$ cat config.mk
export PLATFORM = sky130hd
export DESIGN_NAME = ufc_fifo_ctrl
export DESIGN_NICKNAME = d
export VERILOG_FILES = /design/src/inc/ufc_pkg.sv /design/src/logic/ufc_fifo_ctrl.sv /design/src/logic/ufc_fifo_mem.sv
export SDC_FILE = /design/constraint.sdc
export NUM_CORES = 1
export LEC_CHECK = 0
export ABC_AREA = 1
export CORE_MARGIN = 1.5
export CORE_UTILIZATION = 25
export DETAILED_ROUTE_END_ITERATION = 8
export DONT_BUFFER_PORTS = 1
export MAX_ROUTING_LAYER = met4
export PLACE_DENSITY_LB_ADDON = 0.15
export SLEW_MARGIN = 40
export SYNTH_ARGS = -nofsm -noshare
export SYNTH_HDL_FRONTEND = slang
export SYNTH_SLANG_ARGS = --single-unit
$ cat constraint.sdc
create_clock -name i_core_clk -period 5.1 [get_ports i_core_clk]
set_input_delay 0.51 -clock i_core_clk [delete_from_list [all_inputs] [get_ports i_core_clk]]
set_output_delay 0.51 -clock i_core_clk [all_outputs]
set_load 0.05 [all_outputs]
$ cat src/inc/ufc_pkg.sv
package ufc_pkg;

  // ----------------------------------------------------------------
  // Register map
  // ----------------------------------------------------------------
  localparam logic [7:0] FIFO_CONTROL_OFS = 8'h08;
  localparam logic [7:0] STATUS_OFS       = 8'h10;
  localparam logic [7:0] MASK_OFS         = 8'h14;
  localparam logic [7:0] FILL_OFS         = 8'h18;
  localparam logic [7:0] TX_THRESH_OFS    = 8'h1C;
  localparam logic [7:0] CFG_OFS          = 8'h20;

  // ----------------------------------------------------------------
  // Field positions
  // ----------------------------------------------------------------
  localparam int FC_FIFO_EN   = 0;
  localparam int FC_RX_RESET  = 1;
  localparam int FC_TX_RESET  = 2;
  localparam int FC_DMA_MODE  = 3;
  localparam int FC_TRIG_LO   = 6;
  localparam int FC_TRIG_HI   = 7;
  localparam int CFG_AUTO_FC  = 0;
  localparam int CFG_EXT_HS   = 1;
  localparam int IRQ_RX_AVAIL = 0;
  localparam int IRQ_TX_EMPTY = 1;
  localparam int IRQ_RX_OVR   = 2;
  localparam int IRQ_W        = 3;

  // ----------------------------------------------------------------
  // Sizes and reset values
  // ----------------------------------------------------------------
  localparam int          DATA_W        = 8;
  localparam int          DEPTH         = 16;
  localparam int          PTR_W         = 4;
  localparam int          CNT_W         = 5;
  localparam logic [7:0]  FC_RESET      = 8'h00;
  localparam logic [4:0]  TX_THRESH_RST = 5'h00;
  localparam logic [1:0]  CFG_RESET     = 2'h0;
  localparam logic [2:0]  MASK_RESET    = 3'h0;

  // Trigger levels: one char, quarter, half, two short of full
  localparam logic [4:0] TRIG_ONE     = 5'h01;
  localparam logic [4:0] TRIG_QUARTER = 5'h04;
  localparam logic [4:0] TRIG_HALF    = 5'h08;
  localparam logic [4:0] TRIG_ALMOST  = 5'h0E;

  // Settling time after a reset or enable change
  localparam int SETTLE_CYC = 8;
  localparam logic [3:0] SETTLE_CNT = 4'h8;

  typedef enum logic [1:0] {
    ST_IDLE  = 2'b01,
    ST_BURST = 2'b10
  } ufc_burst_type;

endpackage : ufc_pkg

$ cat src/logic/ufc_fifo_ctrl.sv
//
// Contract
// - Write-only FIFO control register at 0x8, effective on write.
// - Bits 7:6 set rx fill level raising data-available interrupt.
// - Auto flow control drops request-to-send by same trigger level.
// - Bit 3 picks DMA request mode unless extra handshake configured.
// - Mode 0 gives one character per request.
// - Mode 0 tx request low when holding reg or tx FIFO empty.
// - Mode 0 tx request released after one character written.
// - Mode 0 tx request released when tx fill above threshold.
// - Mode 1 request held for whole burst until FIFO full/empty.
// - Mode 1 tx request asserts when tx FIFO becomes empty.
// - Bit 2 resets tx FIFO, empties it, self-clears.
// - Bit 1 resets rx FIFO, empties it, self-clears.
// - Bit 0 enables FIFOs; any change resets and empties both.
//
`timescale 1ns/10ps
`default_nettype none
module ufc_fifo_ctrl (
  input  wire logic                        i_core_clk,
  input  wire logic                        i_rst,
  input  wire logic [7:0]                  i_addr,
  input  wire logic [31:0]                 i_wdata,
  input  wire logic                        i_wr,
  input  wire logic                        i_rd,
  output logic      [31:0]                 o_rdata,
  output logic                             o_irq,
  input  wire logic                        i_tx_wr,
  input  wire logic [ufc_pkg::DATA_W-1:0]  i_tx_data,
  input  wire logic                        i_tx_pop,
  output logic      [ufc_pkg::DATA_W-1:0]  o_tx_data,
  input  wire logic                        i_rx_push,
  input  wire logic [ufc_pkg::DATA_W-1:0]  i_rx_data,
  input  wire logic                        i_rx_rd,
  output logic      [ufc_pkg::DATA_W-1:0]  o_rx_data,
  output logic                             o_rts_n,
  output logic                             o_dma_tx_req_n,
  output logic                             o_dma_rx_req_n,
  output logic                             o_fifo_busy
);
  import ufc_pkg::*;

  // ----------------------------------------------------------------
  // Register state
  // ----------------------------------------------------------------
  logic                 fifo_en;
  logic                 dma_mode;
  logic [1:0]           rx_fill_trigger;
  logic                 tx_clear;
  logic                 rx_clear;
  logic [CNT_W-1:0]     tx_thresh;
  logic [1:0]           cfg;
  logic [IRQ_W-1:0]     irq_status;
  logic [IRQ_W-1:0]     irq_mask;
  logic [3:0]           settle;
  logic                 tx_burst_q;
  ufc_burst_type        rx_state;
  logic                 tx_hold_full;
  logic [DATA_W-1:0]    tx_hold;
  logic [DATA_W-1:0]    rx_hold;
  logic                 rx_hold_full;
  logic                 rx_avail_q;
  logic                 tx_empty_q;
  logic                 rts_q;
  logic                 dma_tx_q;
  logic                 dma_rx_q;

  // ----------------------------------------------------------------
  // Bus decode
  // ----------------------------------------------------------------
  wire wr_fc    = i_wr && (i_addr == FIFO_CONTROL_OFS);
  wire wr_stat  = i_wr && (i_addr == STATUS_OFS);
  wire wr_mask  = i_wr && (i_addr == MASK_OFS);
  wire wr_thr   = i_wr && (i_addr == TX_THRESH_OFS);
  wire wr_cfg   = i_wr && (i_addr == CFG_OFS);
  wire en_chg   = wr_fc && (i_wdata[FC_FIFO_EN] != fifo_en);
  wire next_tx_clear = (wr_fc && i_wdata[FC_TX_RESET]) || en_chg;
  wire next_rx_clear = (wr_fc && i_wdata[FC_RX_RESET]) || en_chg;

  // ----------------------------------------------------------------
  // FIFOs
  // ----------------------------------------------------------------
  logic [CNT_W-1:0]  tx_count;
  logic [CNT_W-1:0]  rx_count;
  logic [DATA_W-1:0] tx_fifo_q;
  logic [DATA_W-1:0] rx_fifo_q;
  wire tx_full   = tx_count == CNT_W'(DEPTH);
  wire tx_empty  = fifo_en ? (tx_count == '0) : !tx_hold_full;
  wire rx_empty  = fifo_en ? (rx_count == '0) : !rx_hold_full;

  ufc_fifo_mem u_tx_fifo (
    .i_core_clk (i_core_clk),
    .i_rst      (i_rst),
    .i_clear    (tx_clear),
    .i_push     (fifo_en && i_tx_wr),
    .i_data     (i_tx_data),
    .i_pop      (fifo_en && i_tx_pop),
    .o_data     (tx_fifo_q),
    .o_count    (tx_count)
  );

  ufc_fifo_mem u_rx_fifo (
    .i_core_clk (i_core_clk),
    .i_rst      (i_rst),
    .i_clear    (rx_clear),
    .i_push     (fifo_en && i_rx_push),
    .i_data     (i_rx_data),
    .i_pop      (fifo_en && i_rx_rd),
    .o_data     (rx_fifo_q),
    .o_count    (rx_count)
  );

  assign o_tx_data = fifo_en ? tx_fifo_q : tx_hold;
  assign o_rx_data = fifo_en ? rx_fifo_q : rx_hold;

  // ----------------------------------------------------------------
  // Trigger level decode
  // ----------------------------------------------------------------
  logic [CNT_W-1:0] trig_level;
  always_comb begin
    case (rx_fill_trigger)
      2'b00:   trig_level = TRIG_ONE;
      2'b01:   trig_level = TRIG_QUARTER;
      2'b10:   trig_level = TRIG_HALF;
      default: trig_level = TRIG_ALMOST;
    endcase
  end

  wire rx_trig_hit = fifo_en ? (rx_count >= trig_level) : rx_hold_full;
  wire rx_ovr      = !fifo_en && i_rx_push && rx_hold_full && !i_rx_rd;
  wire auto_fc     = cfg[CFG_AUTO_FC];
  wire ext_hs      = cfg[CFG_EXT_HS];
  // Extra handshake forces single signalling on both requests
  wire burst_mode  = dma_mode && !ext_hs;
  wire rx_req_hit  = burst_mode ? rx_trig_hit : !rx_empty;
  wire rx_one_rd   = !burst_mode && i_rx_rd;

  // ----------------------------------------------------------------
  // Control register and settings
  // ----------------------------------------------------------------
  always_ff @(posedge i_core_clk) begin
    if (i_rst) begin
      fifo_en         <= FC_RESET[FC_FIFO_EN];
      dma_mode        <= FC_RESET[FC_DMA_MODE];
      rx_fill_trigger <= FC_RESET[FC_TRIG_HI:FC_TRIG_LO];
      tx_clear        <= 1'b0;
      rx_clear        <= 1'b0;
      tx_thresh       <= TX_THRESH_RST;
      cfg             <= CFG_RESET;
      irq_mask        <= MASK_RESET;
    end else begin
      tx_clear <= next_tx_clear;
      rx_clear <= next_rx_clear;
      if (wr_fc) begin
        fifo_en         <= i_wdata[FC_FIFO_EN];
        dma_mode        <= i_wdata[FC_DMA_MODE];
        rx_fill_trigger <= i_wdata[FC_TRIG_HI:FC_TRIG_LO];
      end
      if (wr_thr) begin
        tx_thresh <= i_wdata[CNT_W-1:0];
      end
      if (wr_cfg) begin
        cfg <= i_wdata[1:0];
      end
      if (wr_mask) begin
        irq_mask <= i_wdata[IRQ_W-1:0];
      end
    end
  end

  // ----------------------------------------------------------------
  // Settling counter after reset or enable change
  // ----------------------------------------------------------------
  always_ff @(posedge i_core_clk) begin
    if (i_rst) begin
      settle <= '0;
    end else if (next_tx_clear || next_rx_clear) begin
      settle <= SETTLE_CNT;
    end else if (settle != '0) begin
      settle <= settle - 4'h1;
    end
  end

  assign o_fifo_busy = settle != '0;

  // ----------------------------------------------------------------
  // Holding registers for non-FIFO mode
  // ----------------------------------------------------------------
  // Write wins over a pop in the same cycle
  always_ff @(posedge i_core_clk) begin
    if (i_rst || tx_clear) begin
      tx_hold_full <= 1'b0;
      tx_hold      <= '0;
    end else if (!fifo_en && i_tx_wr) begin
      tx_hold_full <= 1'b1;
      tx_hold      <= i_tx_data;
    end else if (!fifo_en && i_tx_pop) begin
      tx_hold_full <= 1'b0;
    end
  end

  always_ff @(posedge i_core_clk) begin
    if (i_rst || rx_clear) begin
      rx_hold_full <= 1'b0;
      rx_hold      <= '0;
    end else if (!fifo_en && i_rx_push) begin
      rx_hold_full <= 1'b1;
      rx_hold      <= i_rx_data;
    end else if (!fifo_en && i_rx_rd) begin
      rx_hold_full <= 1'b0;
    end
  end

  // ----------------------------------------------------------------
  // Transmit DMA request
  // ----------------------------------------------------------------
  wire tx_above  = fifo_en && (tx_count > tx_thresh);
  // Request is registered: the partner sees a drop one edge late
  wire tx_start  = tx_empty;
  wire tx_stop0  = i_tx_wr || tx_above;
  wire tx_stop1  = fifo_en ? (tx_full || (i_tx_wr && tx_count == CNT_W'(DEPTH - 1)))
                           : i_tx_wr;
  wire next_dma_tx = burst_mode
                   ? (tx_burst_q ? !tx_stop1 : (tx_start && !tx_stop1))
                   : (tx_start && !tx_stop0 && !dma_tx_q) ||
                     (dma_tx_q && !tx_stop0);

  always_ff @(posedge i_core_clk) begin
    if (i_rst || tx_clear) begin
      dma_tx_q   <= 1'b0;
      tx_burst_q <= 1'b0;
    end else begin
      dma_tx_q   <= next_dma_tx;
      tx_burst_q <= burst_mode && next_dma_tx;
    end
  end

  assign o_dma_tx_req_n = !dma_tx_q;

  // ----------------------------------------------------------------
  // Receive DMA request
  // ----------------------------------------------------------------
  always_ff @(posedge i_core_clk) begin
    if (i_rst || rx_clear) begin
      rx_state <= ST_IDLE;
      dma_rx_q <= 1'b0;
    end else begin
      case (rx_state)
        ST_IDLE: begin
          if (rx_req_hit) begin
            dma_rx_q <= 1'b1;
            rx_state <= burst_mode ? ST_BURST : ST_IDLE;
          end else begin
            dma_rx_q <= 1'b0;
          end
          if (rx_one_rd) begin
            dma_rx_q <= 1'b0;
          end
        end
        ST_BURST: begin
          if (rx_empty) begin
            dma_rx_q <= 1'b0;
            rx_state <= ST_IDLE;
          end
        end
        default: begin
          rx_state <= ST_IDLE;
          dma_rx_q <= 1'b0;
        end
      endcase
    end
  end

  assign o_dma_rx_req_n = !dma_rx_q;

  // ----------------------------------------------------------------
  // Auto flow control
  // ----------------------------------------------------------------
  always_ff @(posedge i_core_clk) begin
    // Idle level lets the far side send
    if (i_rst) begin
      rts_q <= 1'b1;
    end else begin
      rts_q <= !(auto_fc && rx_trig_hit);
    end
  end

  assign o_rts_n = !rts_q;

  // ----------------------------------------------------------------
  // Interrupts
  // ----------------------------------------------------------------
  // Set wins over a write-one clear in the same cycle
  wire [IRQ_W-1:0] irq_set;
  assign irq_set[IRQ_RX_AVAIL] = rx_trig_hit && !rx_avail_q;
  assign irq_set[IRQ_TX_EMPTY] = tx_empty && !tx_empty_q;
  assign irq_set[IRQ_RX_OVR]   = rx_ovr;

  always_ff @(posedge i_core_clk) begin
    if (i_rst) begin
      irq_status <= '0;
      rx_avail_q <= 1'b0;
      tx_empty_q <= 1'b1;
    end else begin
      rx_avail_q <= rx_trig_hit;
      tx_empty_q <= tx_empty;
      irq_status <= (irq_status & ~(wr_stat ? i_wdata[IRQ_W-1:0] : '0)) | irq_set;
    end
  end

  assign o_irq = |(irq_status & irq_mask);

  // ----------------------------------------------------------------
  // Read data
  // ----------------------------------------------------------------
  // Unmapped and write-only offsets read as zero
  logic [31:0] next_rdata;
  always_comb begin
    next_rdata = 32'h0000_0000;
    case (i_addr)
      STATUS_OFS:    next_rdata = {29'h0, irq_status};
      MASK_OFS:      next_rdata = {29'h0, irq_mask};
      FILL_OFS:      next_rdata = {11'h0, rx_count, 11'h0, tx_count};
      TX_THRESH_OFS: next_rdata = {27'h0, tx_thresh};
      CFG_OFS:       next_rdata = {30'h0, cfg};
      default:       next_rdata = 32'h0000_0000;
    endcase
  end

  always_ff @(posedge i_core_clk) begin
    if (i_rst) begin
      o_rdata <= '0;
    end else begin
      o_rdata <= i_rd ? next_rdata : 32'h0000_0000;
    end
  end
endmodule : ufc_fifo_ctrl
`default_nettype wire

$ cat src/logic/ufc_fifo_mem.sv
`timescale 1ns/10ps
`default_nettype none
module ufc_fifo_mem (
  input  wire logic                         i_core_clk,
  input  wire logic                         i_rst,
  input  wire logic                         i_clear,
  input  wire logic                         i_push,
  input  wire logic [ufc_pkg::DATA_W-1:0]   i_data,
  input  wire logic                         i_pop,
  output logic      [ufc_pkg::DATA_W-1:0]   o_data,
  output logic      [ufc_pkg::CNT_W-1:0]    o_count
);
  import ufc_pkg::*;

  logic [DATA_W-1:0] mem [DEPTH];
  logic [PTR_W-1:0]  wr_ptr;
  logic [PTR_W-1:0]  rd_ptr;
  wire               do_push = i_push && (o_count != CNT_W'(DEPTH));
  wire               do_pop  = i_pop && (o_count != '0);

  // ----------------------------------------------------------------
  // Storage and pointers
  // ----------------------------------------------------------------
  always_ff @(posedge i_core_clk) begin
    if (do_push) begin
      mem[wr_ptr] <= i_data;
    end
  end

  always_ff @(posedge i_core_clk) begin
    if (i_rst || i_clear) begin
      wr_ptr  <= '0;
      rd_ptr  <= '0;
      o_count <= '0;
      o_data  <= '0;
    end else begin
      if (do_push) begin
        wr_ptr <= wr_ptr + PTR_W'(1);
      end
      if (do_pop) begin
        rd_ptr <= rd_ptr + PTR_W'(1);
        o_data <= mem[rd_ptr];
      end
      o_count <= o_count + CNT_W'(do_push) - CNT_W'(do_pop);
    end
  end
endmodule : ufc_fifo_mem
`default_nettype wire

==> results by group <==
Drt
  – Via density: 4.272
  – DRT iter0 DRCs: 525
  – DRC viols: 0
  – Routed wire length: 41,410 um
  – First-pass DRT Iterations: 4
  – Detail Route Antenna Nets: 0
  – Drt wl/cell: 16.84 um
  – Routed vias: 10,500

Timing
  – Setup TNS: 0 ns
  – Final Hold Fails: 0
  – FMAX: 293.2 MHz
  – Worst Tran Pin Value: 0.8090 ns
  – Final max-slew violation count: 0
  – Post-route setup slack: 1.689 ns
  – Worst clock skew: 0.02427 ns
  – Final setup vio count: 0
  – Fin crit period: 3.411 ns
  – Worst rel slew slack: 46.07%
  – Crit share post-route: 66.88%
  – RSZ-0062 raised after global routing: false

Logic synthesis
  – Synth async-reset ratio: 0%
  – Ys flop type: edfxtp_1
  – Post-Syn Area: 15,600 sq um
  – Mean Syn Cell Area: 9.712 sq um
  – Register area share after synthesis: 62.25%
  – Post-synth EDFFs: 256
  – Synth Register Bits: 357
  – Synth top area share: 49.29%
  – Commonest cells post-synth: 374 x nand2_1, 256 x edfxtp_1, 229 x nor2_1, 145 x nand3_1, 124 x o21ai_0
  – Leading area contributor after synthesis: edfxtp_1
  – Distinct cells, synth: 39
  – Synth Instances: 1,606
  – Warnings, synthesis: 0
  – Synth top area cells: edfxtp_1 49%, dfxtp_1 13%, nand2_1 9.0%
  – Cell with the most instances after synthesis: nand2_1

Clock network
  – CTS H-tree depth: 2
  – Num CTS Buffers: 39
  – CTS Root Cell: clkbuf_16
  – CTS tree: done
  – Clock-pin slew on the worst setup and hold paths: 0.06 ns
  – Worst-Skew Late Latency: 0.55 ns
  – CTS Sinks: 357
  – CTS Hold Bufs: 1
  – Clock Tree Buf Depth: 3
  – PostCTS Resize Cnt: 0
  – Post-CTS setup buffers: 0

Placed design
  – RD Place Congestion: 0.7799
  – Port-buffer cells: 0
  – Setup WS pre-CTS: 1.676 ns
  – Hpwl dp: 26,370 um
  – Placed cells: 2,387

Worst setup path
  – CP Class: reg2reg
  – CP required: 5.57 ns
  – Crit-path max FO: 14
  – Reg-to-Reg Start: u_tx_fifo.o_count[3]
  – CP most frequent cell: inv_1
  – R2R Setup Slk: 1.69 ns
  – Crit-path cells: inv_1, ha_1, nand4_1, nand3_1, inv_1, ha_1, inv_1, ha_1, inv_1, fa_1, o31ai_1, o21ai_0, a21oi_1
  – Critical Path AT: 3.88 ns
  – Reg2reg end: u_tx_fifo.o_count[4]
  – Crit path max-delay family: adder cells
  – Crit path largest cell delay: 0.54 ns
  – Reg2Reg Depth: 13
  – Crit end category: register
  – Crit path buf inv count: 4
  – Slowest stage cell, crit path: inv_1
  – Worst setup SP type: register

GRT
  – Vias in the first global route: 10,260
  – Total grt overflow: 0
  – Largest net degree at the start of global routing: 69
  – Initial antenna violation count: 0
  – First-pass GRT wire length: 63,110 um
  – GR Util All Layers: 13.41%

Floorplan
  – Rows: 91
  – Initial Util: 25.27%
  – Die span in x: 252.8 um
  – Placeable Area: 61,710 sq um
  – I/O Pins: 117
  – Height of the die: 252.8 um
  – DIE AREA: 63,900 sq um

Pwr
  – Static leakage: 0.006423 uW
  – Pwr Total: 6149 uW
  – PD cells: 349.9 nW/um^2
  – VDD IR-drop max: 213.8 uV

Final layout
  – # diodes: 0
  – Fin nets: 1,692
  – Area Growth Syn to Fin: 12.67%
  – Utilization after layout: 28.48%
  – Layout Cells excl Fill: 2,459
  – Layout cells sized above 1: 7.645%

Hold path
  – Min-delay src: i_rst
  – WHS Path Cells: 1
  – Tightest Hold Check Type: in2reg
  – Hold Path End: irq_status[2]

Outcome
  – Run status: completed

Job
  – Max Cap Viol: 0
==> cell families after synthesis <==
kind of cell | share of synthesized area [%]
AND/OR/NAND/NOR | 21.08
flip-flops | 62.25
buffers and inverters | 6.770
AO/OA/AOI/OAI | 6.554
adder cells (fa/ha/maj) | 2.984
XOR/XNOR | 0.3369
other | 0.02404
==> placed cells by master, fill, tap and decap left out, drive strengths merged, types with 22 or more instances in the layout <==
cell      n
edfxtp  256
ha       34
nor2    234
clkbuf   57
conb     22
inv     122
nand3   149
o21ai   137
nand2   377
dfxtp   101
a21oi    60
==> metal layers <==
metal  wire length, um  up-vias  global-route usage (%)
met3              1368       54                   2.138
li1                  -     5295                       -
met5                 0        -                       -
met4               756        0                   3.422
met2             19800      118                   21.77
met1             19490     5037                   17.42
==> worst max path at each step <==
stage / start / depth (start not counted) / to
final: u_tx_fifo.o_count[3] / 13 / u_tx_fifo.o_count[4]
after global routing: u_tx_fifo.o_count[3] / 13 / u_tx_fifo.o_count[4]
after CTS: u_tx_fifo.o_count[3] / 13 / u_tx_fifo.o_count[4]
after detailed placement: u_tx_fifo.o_count[3] / 13 / u_tx_fifo.o_count[4]
after global placement: u_tx_fifo.o_count[2] / 13 / u_tx_fifo.o_count[4]
after floorplan: u_tx_fifo.o_count[2] / 14 / u_tx_fifo.o_count[4]
==> metrics by stage <==
step	hold WS, ns	instance area (sq um)
2_1_floorplan	0.3749	15680
3_3_place_gp	0.4209	16220
3_5_place_dp	0.4161	16300
4_1_cts	0.004022	17530
5_1_grt	0.01354	17570
6_report	0.03885	17570
==> report_power, final <==
part	switching (uW)	internal [uW]	total, uW
Combinational	200	61.0	261
Clock	1160	1580	2740
Sequential	17.9	3130	3150
Total	1380	4770	6150
==> cell type report <==
class / count / area, sq um
tap: 837 / 1047
fill: 6554 / 44140
timing repair buffer: 10 / 77.57
inverter: 129 / 486.7
clock inverter: 14 / 130.1
multi-input combinational: 1055 / 5030
sequential: 357 / 9717
clock buffer: 57 / 1085
==> sequential cells by signal, summed over array words and instances (netlist names), 5 cells and up <==
name	count
u_rx_fifo.o_data	8
u_rx_fifo.o_count	5
u_tx_fifo.o_data	8
o_rdata	10
u_tx_fifo.o_count	5
rx_hold	8
u_tx_fifo.mem	128
u_rx_fifo.mem	128
tx_hold	8
tx_thresh	5
Power figures use the tool's default switching activity.
